`src/hw/mra_defs.svh`:
```
`ifndef MRA_DEFS_SVH
`define MRA_DEFS_SVH
`define MRA_DW            32
`define MRA_AW            22
`define MRA_SW            4
`define MRA_NBLK          3
// Word address map: bit 21 high routes to the application blocks
`define MRA_APP_BIT       21
`define MRA_BLK_HI        20
`define MRA_BLK_LO        19
`define MRA_CSR_IDX_W     4
`define MRA_CSR_DEPTH     16
`define MRA_CAPT_IDX      4'hf
`define MRA_EVT_IDX       4'he
`define MRA_MASK_IDX      4'hd
// Access timeout, 2.56 us at 100 MHz
`define MRA_TMO_NS        2560
`define MRA_CLK_NS        10
`define MRA_TMO_CYC       (`MRA_TMO_NS / `MRA_CLK_NS)
`define MRA_TMO_W         9
`define MRA_ONE_LOW       1'b0
`define MRA_IDLE_HIGH     1'b1
`endif

```
`src/hw/mra_pkg.sv`:
```
`default_nettype none
package mra_pkg;
  typedef enum logic [2:0] {
    MRA_IDLE  = 3'b000,
    MRA_CSR   = 3'b001,
    MRA_APP   = 3'b010,
    MRA_DONE  = 3'b011,
    MRA_HOLD  = 3'b100
  } mra_state_t;
  typedef logic [1:0] mra_blk_t;
endpackage
`default_nettype wire

```
`src/hw/mra_app_if.sv`:
```
`timescale 1ns/10ps
`default_nettype none
`include "mra_defs.svh"
interface mra_app_if;
  logic [`MRA_AW-1:0] addr;
  logic [`MRA_DW-1:0] wdata;
  logic [`MRA_SW-1:0] wr_low;
  logic               rd_low;
  logic               sel_low;
  logic [`MRA_DW-1:0] rdata;
  logic               ready;
  modport master (output addr, wdata, wr_low, rd_low, sel_low, input rdata, ready);
  modport mux (input addr, wdata, wr_low, rd_low, sel_low, output rdata, ready);
endinterface
`default_nettype wire

```
`src/hw/mra_app_mux.sv`:
```
`timescale 1ns/10ps
`default_nettype none
`include "mra_defs.svh"
module mra_app_mux
(
  // Clock
  input  wire logic                   sys_clk,
  input  wire logic                   srst,
  input  wire logic                   clk_en,
  // Master side
  mra_app_if.mux                      m,
  // Shared outbound pins
  output logic [`MRA_AW-1:0]          app_addr,
  output logic [`MRA_DW-1:0]          app_wdata,
  output logic [`MRA_SW-1:0]          app_wr_low,
  output logic                        app_rd_low,
  output logic                        app_sel_low,
  // Per-block returns
  input  wire logic [`MRA_DW-1:0]     appblk0_rdata_in,
  input  wire logic [`MRA_DW-1:0]     appblk1_rdata_in,
  input  wire logic [`MRA_DW-1:0]     appblk2_rdata_in,
  input  wire logic                   appblk0_ready_low,
  input  wire logic                   appblk1_ready_low,
  input  wire logic                   appblk2_ready_low
);
  mra_pkg::mra_blk_t blk;
  logic [`MRA_DW-1:0] rdata_d;
  logic [`MRA_DW-1:0] rdata_q;
  logic               rdy_d;
  logic               rdy_q;

  // Shared strobes go straight out
  assign app_addr    = m.addr;
  assign app_wdata   = m.wdata;
  assign app_wr_low  = m.wr_low;
  assign app_rd_low  = m.rd_low;
  assign app_sel_low = m.sel_low;
  assign blk         = m.addr[`MRA_BLK_HI:`MRA_BLK_LO];

  always_comb
  begin
    rdata_d = rdata_q;
    rdy_d   = 1'b0;
    // Block chosen by address; code 3 never answers and ends in timeout
    case (blk)
      2'h0:
      begin
        rdy_d   = ~appblk0_ready_low & ~m.sel_low;
        rdata_d = appblk0_rdata_in;
      end
      2'h1:
      begin
        rdy_d   = ~appblk1_ready_low & ~m.sel_low;
        rdata_d = appblk1_rdata_in;
      end
      2'h2:
      begin
        rdy_d   = ~appblk2_ready_low & ~m.sel_low;
        rdata_d = appblk2_rdata_in;
      end
      default:
      begin
        rdy_d   = 1'b0;
        rdata_d = rdata_q;
      end
    endcase
  end

  always_ff @(posedge sys_clk)
  begin
    if (srst)
    begin
      rdata_q <= '0;
      rdy_q   <= 1'b0;
    end
    else if (clk_en)
    begin
      rdata_q <= rdata_d;
      rdy_q   <= rdy_d;
    end
  end

  assign m.rdata = rdata_q;
  assign m.ready = rdy_q;
endmodule
`default_nettype wire

```
`src/hw/mra_csr_bank.sv`:
```
`timescale 1ns/10ps
`default_nettype none
`include "mra_defs.svh"
module mra_csr_bank
(
  // Clock
  input  wire logic                       sys_clk,
  input  wire logic                       srst,
  input  wire logic                       clk_en,
  // Access
  input  wire logic                       wr_en,
  input  wire logic [`MRA_CSR_IDX_W-1:0]  idx,
  input  wire logic [`MRA_SW-1:0]         byte_en,
  input  wire logic [`MRA_DW-1:0]         wdata,
  output logic [`MRA_DW-1:0]              rdata,
  // Capture and event side
  input  wire logic                       capt_en,
  input  wire logic [`MRA_DW-1:0]         capt_data,
  input  wire logic [`MRA_DW-1:0]         evt_set,
  output logic [`MRA_DW-1:0]              evt_pend
);
  logic [`MRA_DW-1:0] mem_q [`MRA_CSR_DEPTH];
  logic [`MRA_DW-1:0] mem_d [`MRA_CSR_DEPTH];

  function automatic logic [`MRA_DW-1:0] merge(input logic [`MRA_DW-1:0] o,
                                               input logic [`MRA_DW-1:0] n,
                                               input logic [`MRA_SW-1:0] be);
    logic [`MRA_DW-1:0] r;
    r = o;
    for (int b = 0; b < `MRA_SW; b++)
      if (be[b])
        r[b*8 +: 8] = n[b*8 +: 8];
    return r;
  endfunction

  always_comb
  begin
    for (int i = 0; i < `MRA_CSR_DEPTH; i++)
      mem_d[i] = mem_q[i];
    if (wr_en)
      mem_d[idx] = merge(mem_q[idx], wdata, byte_en);
    if (wr_en && idx == `MRA_EVT_IDX)
      mem_d[`MRA_EVT_IDX] = mem_q[`MRA_EVT_IDX] & ~(wdata & merge('0, '1, byte_en));
    // Set beats clear
    mem_d[`MRA_EVT_IDX] = mem_d[`MRA_EVT_IDX] | evt_set;
    if (capt_en)
      mem_d[`MRA_CAPT_IDX] = capt_data;
  end

  always_ff @(posedge sys_clk)
  begin
    if (srst)
    begin
      for (int i = 0; i < `MRA_CSR_DEPTH; i++)
        mem_q[i] <= '0;
    end
    else if (clk_en)
    begin
      for (int i = 0; i < `MRA_CSR_DEPTH; i++)
        mem_q[i] <= mem_d[i];
    end
  end

  assign rdata    = mem_q[idx];
  assign evt_pend = mem_q[`MRA_EVT_IDX] & mem_q[`MRA_MASK_IDX];
endmodule
`default_nettype wire

```
`src/hw/mra_mgmt_ports.sv`:
```
`timescale 1ns/10ps
`default_nettype none
`include "mra_defs.svh"
module mra_mgmt_ports
(
  // Clock
  input  wire logic                sys_clk,
  input  wire logic                srst,
  input  wire logic                clk_en,
  // Inbound host port
  input  wire logic [`MRA_DW-1:0]  host_wdata_in,
  output logic [`MRA_DW-1:0]       host_rdata_out,
  input  wire logic [`MRA_AW-1:0]  host_addr_in,
  input  wire logic                host_sel_low,
  input  wire logic [`MRA_SW-1:0]  host_wr_low,
  input  wire logic                host_rd_low,
  output logic                     host_ready_low,
  output logic                     host_irq_low,
  output logic                     host_timeout_low,
  // Error capture
  input  wire logic [`MRA_DW-1:0]  capt_data_in,
  input  wire logic                capt_req_low,
  output logic                     capt_ack_low,
  // Core events, one cycle high each
  input  wire logic [`MRA_DW-1:0]  core_event,
  // Outbound application port
  output logic [`MRA_AW-1:0]       app_addr,
  output logic [`MRA_DW-1:0]       app_wdata,
  output logic [`MRA_SW-1:0]       app_wr_low,
  output logic                     app_rd_low,
  output logic                     app_sel_low,
  input  wire logic [`MRA_DW-1:0]  appblk0_rdata_in,
  input  wire logic [`MRA_DW-1:0]  appblk1_rdata_in,
  input  wire logic [`MRA_DW-1:0]  appblk2_rdata_in,
  input  wire logic                appblk0_ready_low,
  input  wire logic                appblk1_ready_low,
  input  wire logic                appblk2_ready_low,
  input  wire logic                appblk0_irq_low,
  input  wire logic                appblk1_irq_low,
  input  wire logic                appblk2_irq_low
);
  mra_app_if app ();

  mra_pkg::mra_state_t st_q;
  mra_pkg::mra_state_t st_d;
  logic [`MRA_TMO_W-1:0] tmo_q;
  logic [`MRA_TMO_W-1:0] tmo_d;
  logic [`MRA_DW-1:0]    rdo_q;
  logic [`MRA_DW-1:0]    rdo_d;
  logic                  rdy_q;
  logic                  rdy_d;
  logic                  to_q;
  logic                  to_d;
  logic [`MRA_AW-1:0]    oa_q;
  logic [`MRA_AW-1:0]    oa_d;
  logic [`MRA_DW-1:0]    ow_q;
  logic [`MRA_DW-1:0]    ow_d;
  logic [`MRA_SW-1:0]    owr_q;
  logic [`MRA_SW-1:0]    owr_d;
  logic                  ord_q;
  logic                  ord_d;
  logic                  osel_q;
  logic                  osel_d;
  logic                  ack_q;
  logic                  ack_d;
  logic                  capt_go;
  logic                  irq_d;
  logic                  irq_q;
  logic                  csr_wr;
  logic [`MRA_DW-1:0]    csr_rd;
  logic [`MRA_DW-1:0]    evt_pend;

  function automatic logic is_app(input logic [`MRA_AW-1:0] a);
    return a[`MRA_APP_BIT];
  endfunction

  // Captures one word per request; ack held until request drops
  assign capt_go = ~capt_req_low & ~ack_q;

  assign csr_wr = (st_q == mra_pkg::MRA_CSR) & (host_wr_low != {`MRA_SW{1'b1}});

  mra_csr_bank u_csr
  (
    .sys_clk   (sys_clk),
    .srst      (srst),
    .clk_en    (clk_en),
    .wr_en     (csr_wr),
    .idx       (host_addr_in[`MRA_CSR_IDX_W-1:0]),
    .byte_en   (~host_wr_low),
    .wdata     (host_wdata_in),
    .rdata     (csr_rd),
    .capt_en   (capt_go),
    .capt_data (capt_data_in),
    .evt_set   (core_event),
    .evt_pend  (evt_pend)
  );

  mra_app_mux u_mux
  (
    .sys_clk           (sys_clk),
    .srst              (srst),
    .clk_en            (clk_en),
    .m                 (app.mux),
    .app_addr          (app_addr),
    .app_wdata         (app_wdata),
    .app_wr_low        (app_wr_low),
    .app_rd_low        (app_rd_low),
    .app_sel_low       (app_sel_low),
    .appblk0_rdata_in  (appblk0_rdata_in),
    .appblk1_rdata_in  (appblk1_rdata_in),
    .appblk2_rdata_in  (appblk2_rdata_in),
    .appblk0_ready_low (appblk0_ready_low),
    .appblk1_ready_low (appblk1_ready_low),
    .appblk2_ready_low (appblk2_ready_low)
  );

  assign app.addr    = oa_q;
  assign app.wdata   = ow_q;
  assign app.wr_low  = owr_q;
  assign app.rd_low  = ord_q;
  assign app.sel_low = osel_q;

  // Access sequencer; app cycles are registered here and driven out on the app_* pins through u_mux
  always_comb
  begin
    st_d   = st_q;
    tmo_d  = tmo_q;
    rdo_d  = rdo_q;
    rdy_d  = 1'b0;
    to_d   = 1'b0;
    oa_d   = oa_q;
    ow_d   = ow_q;
    owr_d  = owr_q;
    ord_d  = ord_q;
    osel_d = osel_q;
    case (st_q)
      mra_pkg::MRA_IDLE:
      begin
        tmo_d = '0;
        if (!host_sel_low)
        begin
          if (is_app(host_addr_in))
          begin
            st_d   = mra_pkg::MRA_APP;
            oa_d   = host_addr_in;
            ow_d   = host_wdata_in;
            owr_d  = host_wr_low;
            ord_d  = host_rd_low;
            osel_d = `MRA_ONE_LOW;
          end
          else
            st_d = mra_pkg::MRA_CSR;
        end
      end
      mra_pkg::MRA_CSR:
      begin
        // Write lands this cycle; read data is combinational from the bank
        rdo_d = csr_rd;
        rdy_d = 1'b1;
        st_d  = mra_pkg::MRA_DONE;
      end
      mra_pkg::MRA_APP:
      begin
        tmo_d = tmo_q + 1'b1;
        if (app.ready)
        begin
          rdo_d  = app.rdata;
          rdy_d  = 1'b1;
          osel_d = `MRA_IDLE_HIGH;
          ord_d  = `MRA_IDLE_HIGH;
          owr_d  = {`MRA_SW{1'b1}};
          st_d   = mra_pkg::MRA_DONE;
        end
        else if (tmo_q == `MRA_TMO_W'(`MRA_TMO_CYC - 1))
        begin
          // A silent block must not hang the host
          rdo_d  = '0;
          rdy_d  = 1'b1;
          to_d   = 1'b1;
          osel_d = `MRA_IDLE_HIGH;
          ord_d  = `MRA_IDLE_HIGH;
          owr_d  = {`MRA_SW{1'b1}};
          st_d   = mra_pkg::MRA_DONE;
        end
      end
      mra_pkg::MRA_DONE:
      begin
        // Host drops select here; wait so one cycle is never taken twice
        st_d = host_sel_low ? mra_pkg::MRA_IDLE : mra_pkg::MRA_HOLD;
      end
      mra_pkg::MRA_HOLD:
      begin
        if (host_sel_low)
          st_d = mra_pkg::MRA_IDLE;
      end
      default:
      begin
        st_d = mra_pkg::MRA_IDLE;
      end
    endcase
  end

  always_comb
  begin
    ack_d = ~capt_req_low;
    irq_d = (|evt_pend) | ~appblk0_irq_low | ~appblk1_irq_low | ~appblk2_irq_low;
  end

  always_ff @(posedge sys_clk)
  begin
    if (srst)
    begin
      st_q   <= mra_pkg::MRA_IDLE;
      tmo_q  <= '0;
      rdo_q  <= '0;
      rdy_q  <= 1'b0;
      to_q   <= 1'b0;
      oa_q   <= '0;
      ow_q   <= '0;
      owr_q  <= {`MRA_SW{1'b1}};
      ord_q  <= `MRA_IDLE_HIGH;
      osel_q <= `MRA_IDLE_HIGH;
      ack_q  <= 1'b0;
      irq_q  <= 1'b0;
    end
    else if (clk_en)
    begin
      st_q   <= st_d;
      tmo_q  <= tmo_d;
      rdo_q  <= rdo_d;
      rdy_q  <= rdy_d;
      to_q   <= to_d;
      oa_q   <= oa_d;
      ow_q   <= ow_d;
      owr_q  <= owr_d;
      ord_q  <= ord_d;
      osel_q <= osel_d;
      ack_q  <= ack_d;
      irq_q  <= irq_d;
    end
  end

  assign host_rdata_out   = rdo_q;
  assign host_ready_low   = ~rdy_q;
  assign host_timeout_low = ~to_q;
  assign host_irq_low     = ~irq_q;
  assign capt_ack_low     = ~ack_q;
endmodule
`default_nettype wire

```
`config.mk`:
```
export PLATFORM = sky130hd
export DESIGN_NAME = mra_mgmt_ports
export DESIGN_NICKNAME = d
export VERILOG_FILES = /design/src/hw/mra_pkg.sv /design/src/hw/mra_app_if.sv /design/src/hw/mra_app_mux.sv /design/src/hw/mra_csr_bank.sv /design/src/hw/mra_mgmt_ports.sv
export VERILOG_INCLUDE_DIRS = /design/src /design/src/hw
export SDC_FILE = /design/constraint.sdc
export NUM_CORES = 1
export LEC_CHECK = 0
export ABC_AREA = 1
export BUFFER_PORTS_ARGS = -buffer_cell sky130_fd_sc_hd__buf_4
export CAP_MARGIN = 30
export CELL_PAD_IN_SITES_DETAIL_PLACEMENT = 1
export CELL_PAD_IN_SITES_GLOBAL_PLACEMENT = 1
export CORE_ASPECT_RATIO = 0.6
export CORE_MARGIN = 8
export CORE_UTILIZATION = 44
export DETAILED_ROUTE_END_ITERATION = 16
export PLACE_DENSITY_LB_ADDON = 0.3
export SLEW_MARGIN = 20
export SYNTH_ARGS = -nofsm -noshare
export SYNTH_HDL_FRONTEND = slang
export SYNTH_HIERARCHICAL = 1
export SYNTH_SLANG_ARGS = --single-unit
```
`constraint.sdc`:
```
create_clock -name sys_clk -period 9.79 [get_ports sys_clk]
set_input_delay 0 -clock sys_clk [delete_from_list [all_inputs] [get_ports sys_clk]]
set_output_delay 0 -clock sys_clk [all_outputs]
set_load 0.1 [all_outputs]
```
# Yosys cells after proc, flatten, opt, wreduce, memory -nomap -nowiden
# Memories as Yosys holds them, arrays and structs flattened.
# Cells that the tools add are included.
[totals] memories=1 input_bits=230 mem_bits_rw=512 output_inout_bits=96 register_bits=141 elab_cells=163
[mem_list] memory="u_csr.mem_q" depth=16 word_bits=32 rd=17 rd_clocked_by_memory_dff=0 write_ports=16 line="mra_csr_bank.sv:22" rtl="logic [`MRA_DW-1:0] mem_q [`MRA_CSR_DEPTH];"
[op_classes] n_mux=74 n_eq_ne=13 addsub=1 reduce_logical=14 bitwise=44 magnitude_cmp=2
[ops] cell="$mux W32" n=21
[ops] cell="$bwmux W512" n=1
[ops] cell="$mux W512" n=1
[ops] cell="$demux W32 S4" n=1
[ops] cell="$mux W8" n=16
[ops] cell="$and A32 B32 Y32" n=3
[ops] cell="$pmux W32 S3" n=1
[ops] cell="$pmux W32 S2" n=1
[ops] cell="$not A32 Y32" n=1
[ops] cell="$or A32 B32 Y32" n=1
[ops] cell="$reduce_or A32 Y1" n=1
[ops] cell="$or A1 B1 Y1" n=19
[ops] cell="$pmux W9 S2" n=1
[ops] cell="$mux W4" n=4
[ops] cell="$mux W1" n=15
[ops] cell="$mux W3" n=5
[ops] cell="$pmux W3 S5" n=1
[ops] cell="$not A1 Y1" n=13
[ops] cell="$add A9 B1 Y9 const B" n=1
[ops] cell="$eq A9 B8 Y1 const B" n=1
[ops] cell="$pmux W4 S2" n=1
[ops] cell="$reduce_and A4 Y1" n=2
[ops] cell="$eq A3 B2 Y1 const B" n=2
[ops] cell="$ne A2 B2 Y1 const B" n=3
[ops] cell="23 further kinds" n=32

# Longest topological paths before layout
# Gate-level depths: netlist of the first run.
[logic_depth] depth_word=10 ltp_mapped=15 depth_no_buf=11

# Cells and area by module
# The synthesis of the first run kept the hierarchy.
[modules_own_cells] mod="mra_csr_bank" seq_area_each_um2=15374.7 instances=1 cells_each=4365 area_per_inst_um2=31691.6
[modules_own_cells] mod="mra_mgmt_ports" seq_area_each_um2=2162.1 instances=1 cells_each=740 area_per_inst_um2=4887.2
[modules_own_cells] mod="mra_app_mux" seq_area_each_um2=660.6 instances=1 cells_each=365 area_per_inst_um2=2399.8

# Worst setup path after synthesis of the first run
# OpenSTA, ideal clock, no wires.
[synth_path] path_kind="register to register" start="register, netlist name st_q[2]" end="memory u_csr/mem_q[0][0] in the netlist's numbering (enable)" path_buffers=1 slack_ns=0.961 arrival_ns=6.420 t_required_ns=7.382 synth_period_minus_slack_ns=8.829 path_stages_with_launch=7 setup_time_ns=2.408 cell_sequence="dfxtp_1 inv_2 nand3_1 a41oi_1 nand3_1 clkbuf_1 nand2_1"
[synth_lines] item="to (decl)" line="mra_csr_bank.sv:22"

==> impl_summary.log, run 1 <==
INFO  metric detailed_route_via_count = 37381
INFO  metric ys_top_cells_by_area = edfxtp_1 39%, nand2_1 16%, inv_1 9.9%, a21oi_1 8.1%, dfxtp_1 7.2%
INFO  metric postSynthNetCount = 5705
INFO  metric nNetsFinal = 5948
INFO  metric pin_count_of_the_biggest_net_entering_global_routing = 184
INFO  metric worstHoldPathCells = 5
INFO  metric core_region_area = 87700 um^2
INFO  metric crit-reg2reg-capture = u_csr/mem_q[8][31]
INFO  metric fp.dieW = 400 um
INFO  metric critPathArrivalTime = 4.28 ns
INFO  metric most-common-layout-cells = 1681 x nand2_1, 1031 x inv_1, 632 x a21oi_1
INFO  metric netlist.top_cell.by_area = edfxtp_1
INFO  metric grt_antenna_before_repair = 8
INFO  metric share_of_layout_cells_above_drive_strength_1 = 9.28%
INFO  metric placement.cell_area = 41200 um^2
INFO  metric critical_path_fanouts_max = 57
INFO  metric totalPowerFinal = 7.13 mW
INFO  metric synth.distinct_cells = 34
INFO  metric sequential_cell_area = 18200 um^2
INFO  metric port_buffers = 325
INFO  metric clock_insertion_delay_worst_skew = 0.65 ns
INFO  metric finalWeightedCongestion = 0.842
INFO  metric area_of_the_multi_input_gates = 14800 um^2
INFO  metric cpMaxStageDelayCell = buf_4
INFO  metric cts_tree = yes
INFO  metric power_density = 156 nW/um^2
INFO  metric drt_wl_total = 143 mm
INFO  metric drtAntennaViolNets = 0
INFO  metric route.detailed.vias_per_inst = 5.39
INFO  metric grt_setup_unrepaired = no
INFO  metric die_h = 247 um
INFO  metric fin_ws = 5.78 ns
INFO  metric r2r_slack = 5.78 ns
INFO  metric global_route.usage.total = 27.7%
INFO  metric cp-endpoint = u_csr/mem_q[8][31]
INFO  metric cts_sinks = 653
INFO  metric post_synthesis_sequential_area_ratio = 46.7%
INFO  metric route.detailed.wl_per_inst = 20.7 um
INFO  metric synth_seq_cells = 653
INFO  metric crit_type = reg -> reg
INFO  metric initialDrtViolationCount = 2884
INFO  metric crit_start = st_q[2]
INFO  metric layout-area-overhead-vs-synth = 17.0%
INFO  metric worstMarginPinSlew = 1.18 ns
INFO  metric cts-root-to-sink-buffers = 3
INFO  metric layout_commonest_cell = nand2_1
INFO  metric comb_pwr_share = 17.3%
INFO  metric detail_route.drc_violations = 0
INFO  metric clkTransAtPathRegs = 0.07 ns
INFO  metric drtPass1Iterations = 5
INFO  metric min-delay-path-class = in -> reg
INFO  metric swShare = 30.3%
INFO  metric r2r.worst_path.cells = 7
INFO  metric cts-buffers-inserted = 69
INFO  metric clk_root_buffer_cell = clkbuf_16
INFO  metric cts.repair.resized = 0
INFO  metric crit_required = 10.06 ns
INFO  metric pwr-share-clk = 37.1%
INFO  metric grt_first_pass_wirelength = 222 mm
INFO  metric finalHoldViolations = 0
INFO  metric syn_area_per_cell = 7.13 um^2
INFO  metric vdd_drop_max = 0.112 mV
INFO  metric critical_path.endpoint_type = register
INFO  metric pwr-share-seq = 45.6%
INFO  metric power.switching = 2.16 mW
INFO  metric syn-instance-count = 5470
INFO  metric yosys_warnings = 6
INFO  metric initial_utilization = 44.5%
INFO  metric r2r-start = st_q[2]
INFO  metric cellInternalPower = 4.97 mW
INFO  metric worst_slew_margin_rel = 21.0%
INFO  metric crit_path_max_incr_delay = 0.75 ns
INFO  metric die_area = 98700 um^2
INFO  metric cts_htree_levels = 3
INFO  metric finalCritPeriodShare = 41.0%
INFO  metric fin_area = 45600 um^2
INFO  metric floorplan.rows = 84
INFO  metric netlist_area = 39000 um^2
INFO  metric overflow = 0
INFO  metric holdWs = 0.117 ns
INFO  metric startpoint_type = register
INFO  metric p_leak = 23.6 nW
INFO  metric synthDominantCellAreaShare = 39.4%
INFO  metric fin_setup_tns = 0 ns
INFO  metric final_max_slew_viol_count = 0
INFO  metric worst_clock_skew = 0.0196 ns
INFO  metric layout_min_cycle_time = 4.01 ns
INFO  metric detailed_place_hpwl = 87.1 mm
INFO  metric cpMostUsedCell = buf_4
INFO  metric grt_pass1_vias = 39573
INFO  metric layout.filler_cells = 11202
INFO  metric floorplan.io_pins = 326
INFO  metric status = completed
INFO  metric place_worst_setup_slack = 5.76 ns
INFO  metric cap_viol_max_count = 0
INFO  metric timing.final.setup_violations = 0
INFO  metric cp_cell_sequence = inv_2 -> nand3_1 -> a41oi_1 -> nand3_4 -> nand2_4 -> buf_4 -> buf_4
INFO  metric timing.fmax = 249 MHz
[Yosys cell counts]
master       n
a211oi_1     1
a21oi_1    632
a21oi_2      9
a41oi_1      1
buf_1       21
buf_2       47
buf_4      121
buf_6       16
clkbuf_1   210
clkbuf_4     3
clkinv_1     1
dfxtp_1    141
edfxtp_1   512
ha_1         5
inv_1     1031
inv_2       10
inv_4        1
nand2_1   1698
nand2_2      1
nand2_4      1
nand3_1    109
nand3b_1     1
nand4_1     32
nor2_1     175
nor2_2       3
nor2_4       3
nor3_1       1
nor3b_1      2
nor4_1       1
o211ai_1     1
o21ai_0    320
o21ai_1    349
o21ai_2     10
or2_1        1
[worst max-delay path, delay by kind of cell, from the launching register on]
kind,cells,cell delay (ns)
buf+inv,3,1.61
simple gates,3,0.92
flops,1,0.34
compound gates,1,0.63
[power by group through the flow]
stage	Clock [mW]	Sequential, mW	Combinational, mW
CTS	2.69	3.25	1.19
finish	2.65	3.25	1.23
floorplan	0	3.34	0.740
detailed placement	0	3.31	1.11
global placement	0	3.30	1.08
global route	2.79	3.27	1.33
[worst min-delay path by stage]
stage / slack, ns / start / end
floorplan: 0.07 / srst / u_mux/m.ready
global placement: 0.21 / capt_req_low / ack_q
detailed placement: 0.23 / capt_req_low / ack_q
CTS: 0.04 / host_wr_low[0] / app.wr_low[0]
global route: 0.1 / host_wr_low[0] / app.wr_low[0]
finish: 0.12 / host_wr_low[0] / app.wr_low[0]
[registers in the layout, indices dropped and copies added, names as in the netlist]
| register | count |
|---|---|
| irq_q | 1 |
| u_csr/mem_q | 512 |
| u_mux/m.rdata | 32 |
| app.wdata | 32 |
| app.rd_low | 1 |
| app.wr_low | 4 |
| st_q | 3 |
| app.sel_low | 1 |
| rdy_q | 1 |
| tmo_q | 9 |
| host_rdata_out | 32 |
| to_q | 1 |
| ack_q | 1 |
| u_mux/m.ready | 1 |
| app.addr | 22 |
[cell families (layout without fill, tap and decap cells)]
| group | Yosys count | after routing | synth area share [%] |
|---|---|---|---|
| and+or+nand+nor | 2028 | 2028 | 20.2 |
| buffers and inverters | 1461 | 1754 | 15.7 |
| AOI/OAI and AO/OA | 1323 | 1323 | 17.2 |
| DFF | 653 | 653 | 46.7 |
| adders and majority gates | 5 | 5 | 0.160 |
| other | 0 | 6 | 0 |
[routing by layer]
metal / track usage [%] / wire [um] / part of all wire (%) / vias to the layer above
met4: 10.7 / 5310 / 3.7 / 0
met5: 0 / 0 / 0 / -
met1: 34.8 / 60500 / 42 / 18301
met3: 4.06 / 7010 / 4.9 / 347
met2: 48.3 / 70400 / 49 / 1107
li1: - / - / - / 17626
[cell type report]
| type | count | share of cell area, % |
|---|---|---|
| antenna | 6 | 0.0329 |
| clock buffer | 104 | 4.40 |
| clock inverter | 17 | 0.329 |
| inverter | 1043 | 8.60 |
| multi-input combinational | 3356 | 32.4 |
| sequential | 653 | 39.9 |
| tap | 1161 | 3.19 |
| timing repair buffer | 590 | 11.2 |
[stage by stage]
step	util (%)	cells
after floorplan	-	5470
after global placement	47.0	6588
after detailed placement	47.0	6591
after CTS	51.9	6920
after global routing	52.0	6929
final	52.0	6930
[timing repair]
action                    CTS  global route
setup buffers               0             0
hold endpoints to repair  161             0
hold buffers              208             0
(Power assumes the default switching activity.)
==> run 2, diff against run 1 <==
ABC_AREA = 0   (was 1)
CORE_UTILIZATION = 48   (was 44)
clock period = 3.8 ns   (was 9.79 ns; I/O delays follow)
==> run 2 against run 1 <==
Net effect: area after synthesis shrank 8.9%; via count shrank 12%; power increased to 2.5 times the previous value; core utilization increased by 5.5 points; non-clock buffer count up 37; count of clock-buffer cells in the layout is 21 lower; worst setup slack lost 5.7 ns; clock skew is 0.022 ns higher; sequential power rose to 2.6 times the previous value; register-to-register slack worse by 5.7 ns; critical path depth increased by 1; die area down 16%.
==> impl_summary.log, run 2 <==
INFO  metric layout-area-overhead-vs-synth = 19.0%
INFO  metric grt_first_pass_wirelength = 216 mm (-2.7%)
INFO  metric grt_antenna_before_repair = 10 (+2)
INFO  metric ys_top_cells_by_area = edfxtp_1 43%, dfxtp_1 7.9%, o21ai_0 7.7%, mux2i_1 7.2%, a21oi_1 5.4%
INFO  metric buffers_inserted_during_post_cts_setup_optimization = 0 (unchanged)
INFO  metric initial_utilization = 48.4% (+3.9 points)
INFO  metric die_area = 83200 um^2 (-16%)
INFO  metric share_of_layout_cells_above_drive_strength_1 = 17.9% (+8.7 points)
INFO  metric most-common-layout-cells = 549 x o21ai_0, 512 x edfxtp_1, 384 x a21oi_1
INFO  metric synth_top_flop_cell = edfxtp_1
INFO  metric drt_wl_total = 148 mm (+3.3%)
INFO  metric xor_xnor_portion_of_the_synthesized_cell_area = 0.148% (+0.15 points)
INFO  metric drtPass1Iterations = 6 (+1)
INFO  metric syn_area_per_cell = 10.4 um^2 (+46%)
INFO  metric layout_commonest_cell = o21ai_0
INFO  metric timing.final.setup_violations = 0 (unchanged)
INFO  metric cp_cell_sequence = inv_1 -> nor4_4 -> inv_1 -> or3_1 -> buf_4 -> o21ai_0 -> a21oi_1 -> dlygate4sd3_1
INFO  metric global_route.usage.total = 33.3% (+5.6 points)
INFO  metric path_delay_family = buffers and inverters
INFO  metric cts_tree = yes
INFO  metric floorplan.rows = 77 (-8.3%)
INFO  metric nNetsFinal = 3934 (-34%)
INFO  metric cts-root-to-sink-buffers = 3 (unchanged)
INFO  metric crit_start = st_q[0]
INFO  metric largest_reg_flops = 512 (unchanged)
INFO  metric worstMarginPinSlew = 1.22 ns (+0.0335 ns)
INFO  metric yosys-mux-area-fraction = 7.22% (+7.2 points)
INFO  metric critPathArrivalTime = 4.18 ns (-0.10 ns)
INFO  metric r2r.worst_path.cells = 8 (+1)
INFO  metric syn-instance-count = 3418 (-38%)
INFO  metric post-route-util = 57.6% (+5.5 points)
INFO  metric placedCellCount = 4389 (-33%)
INFO  metric synth_seq_cells = 653 (unchanged)
INFO  metric p_leak = 15.7 nW (-34%)
INFO  metric cts_sinks = 653 (unchanged)
INFO  metric layout_min_cycle_time = 3.77 ns (-0.240 ns)
INFO  metric crit_required = 4.21 ns (-5.85 ns)
INFO  metric async_reset_ff_share = 0% (unchanged)
INFO  metric clkTransAtPathRegs = 0.07 ns (about the same)
INFO  metric synthSimpleGateAreaFrac = 8.83% (-11 points)
INFO  metric worstHoldPathCells = 4 (-1)
INFO  metric netlist.top_cell.by_area = edfxtp_1
INFO  metric critPathBufInv = 4 (+1)
INFO  metric startpoint_type = register
INFO  metric worst_clock_skew = 0.0412 ns (+0.0216 ns)
INFO  metric post_synthesis_sequential_area_ratio = 51.2% (+4.6 points)
INFO  metric timing.fmax = 265 MHz (+6.4%)
INFO  metric yosys_warnings = 6 (unchanged)
INFO  metric worst_slew_margin_rel = 18.8% (-2.2 points)
INFO  metric cp-endpoint = u_csr/mem_q[14][15]
INFO  metric cap_viol_max_count = 0 (unchanged)
INFO  metric crit_path_max_incr_delay = 0.76 ns (about the same)
INFO  metric finalHoldViolations = 0 (unchanged)
INFO  metric synthMostInstantiatedCell = o21ai_0
INFO  metric finalWeightedCongestion = 0.854 (+1.4%)
INFO  metric netlist_area = 35500 um^2 (-8.9%)
INFO  metric drtAntennaViolNets = 0 (unchanged)
INFO  metric initialDrtViolationCount = 4334 (+50%)
INFO  metric clock_insertion_delay_worst_skew = 0.69 ns (+0.04 ns)
INFO  metric post_layout_nonfiller_instances = 4749 (-31%)
INFO  metric floorplan.io_pins = 326 (unchanged)
INFO  metric worstHoldStart = host_addr_in[5]
INFO  metric fin_setup_tns = 0 ns (unchanged)
INFO  metric route.detailed.wl_per_inst = 31.1 um (+51%)
INFO  metric grt_pass1_vias = 34101 (-14%)
INFO  metric core_region_area = 73400 um^2 (-16%)
INFO  metric cts-buffers-inserted = 61 (-12%)
INFO  metric synth-edff-count = 512 (unchanged)
INFO  metric synth_adder_area_share = 0.176% (+0.016 points)
INFO  metric r2r-start = st_q[0]
INFO  metric holdWs = 0.151 ns (+0.0337 ns)
INFO  metric r2r_slack = 0.03 ns (-5.75 ns)
INFO  metric cp_num_cells = 8 (+1)
INFO  metric crit-reg2reg-capture = u_csr/mem_q[14][15]
INFO  metric cts_htree_levels = 2 (-1)
INFO  metric overflow = 0 (unchanged)
INFO  metric die_h = 227 um (-8.1%)
INFO  metric critical_path.endpoint_type = register
INFO  metric port_buffers = 325 (unchanged)
INFO  metric status = completed
INFO  metric synthDominantCellAreaShare = 43.3% (+3.9 points)
INFO  metric crit_type = reg -> reg
INFO  metric route.detailed.vias_per_inst = 6.91 (+28%)
INFO  metric power_density = 427 nW/um^2 (+170%)
INFO  metric postSynthNetCount = 3653 (-36%)
INFO  metric synth_compound_area_share = 25.1% (+7.9 points)
INFO  metric totalPowerFinal = 18.0 mW (+150%)
INFO  metric synth_commonest_cells = 549 x o21ai_0, 512 x edfxtp_1, 384 x a21oi_1
INFO  metric pin_count_of_the_biggest_net_entering_global_routing = 163 (-11%)
INFO  metric final_max_slew_viol_count = 0 (unchanged)
INFO  metric dominant_combinational_cell_family_by_area_after_synthesis = compound AO/OA/AOI/OAI gates
INFO  metric detail_route.drc_violations = 0 (unchanged)
INFO  metric critical_path_fanouts_max = 17 (-70%)
INFO  metric min-delay-path-class = in -> reg
INFO  metric cpMostUsedCell = inv_1
INFO  metric finalCritPeriodShare = 99.3% (+58 points)
INFO  metric vdd_drop_max = 0.356 mV (+220%)
INFO  metric detailed_route_via_count = 32812 (-12%)
INFO  metric cpMaxStageDelayCell = or3_1
INFO  metric synth.distinct_cells = 64 (+88%)
INFO  metric clk_root_buffer_cell = clkbuf_16
INFO  metric detailed_place_hpwl = 81.8 mm (-6.1%)
INFO  metric largest_register = u_csr/mem_q
INFO  metric fp.dieW = 367 um (-8.3%)
==> run 2: how the worst min path moves through the flow <==
| stage | to | slack [ns] |
|---|---|---|
| final | app.addr[5] | 0.15 |
| after global routing | app.addr[15] | 0.17 |
| after CTS | irq_q | 0.06 |
| after detailed placement | ack_q | 0.23 |
| after global placement | ack_q | 0.22 |
| after floorplan | ack_q | 0.1 |
==> run 2: worst reg2reg max path, delay by kind of cell, from the launching register on <==
kind | cells | cell delay, ns
compound gates | 2 | 0.34
buf+inv | 4 | 1.35
flops | 1 | 0.61
simple gates | 2 | 1.22
==> run 2: per-layer routing <==
layer	vias to the layer above	track usage, %	share of wire [%]
li1	13531	-	-
met1	16376	42.2	37
met2	2342	53.4	46
met3	563	7.46	11
met4	0	18.2	5.8
met5	-	0	0
==> run 2: repair_timing <==
| action | in CTS | in global routing |
|---|---|---|
| hold endpoints to repair | 450 | 0 |
| gates resized for setup | 0 | 1 |
| endpoints found under the setup margin | 0 | 2 |
| hold buffers | 232 | 0 |
==> run 2: metrics by stage <==
stage / setup slack [ns] / area (um^2)
finish: 0.0274 / 42200
global route: -0.00324 / 42200
CTS: 0.160 / 42200
detailed placement: 0.780 / 37800
global placement: 1.00 / 37800
floorplan: -0.106 / 35600
==> run 2: kinds of logic after synthesis <==
family	after synthesis
buffers and inverters	457
multiplexers	256
flip-flops	653
adder cells (fa/ha/maj)	5
XOR/XNOR	6
AO/OA/AOI/OAI	1460
AND/OR/NAND/NOR	581
==> run 2: final cells by class <==
class                           instances  area, um^2
Antenna cell                           11        27.5
Fill cell                            7784       31200
Sequential cell                       653       18200
Multi-Input combinational cell       2308       14900
Clock buffer                           83        1770
Tap cell                              987        1230
Timing Repair Buffer                  627        5650
Inverter                               48         180
Clock inverter                         32         287
==> run 2: power breakdown <==
part / internal (mW) / switching (mW)
Clock: 3.60 / 3.04
Combinational: 0.942 / 2.03
Sequential: 8.14 / 0.272
Total: 12.7 / 5.35
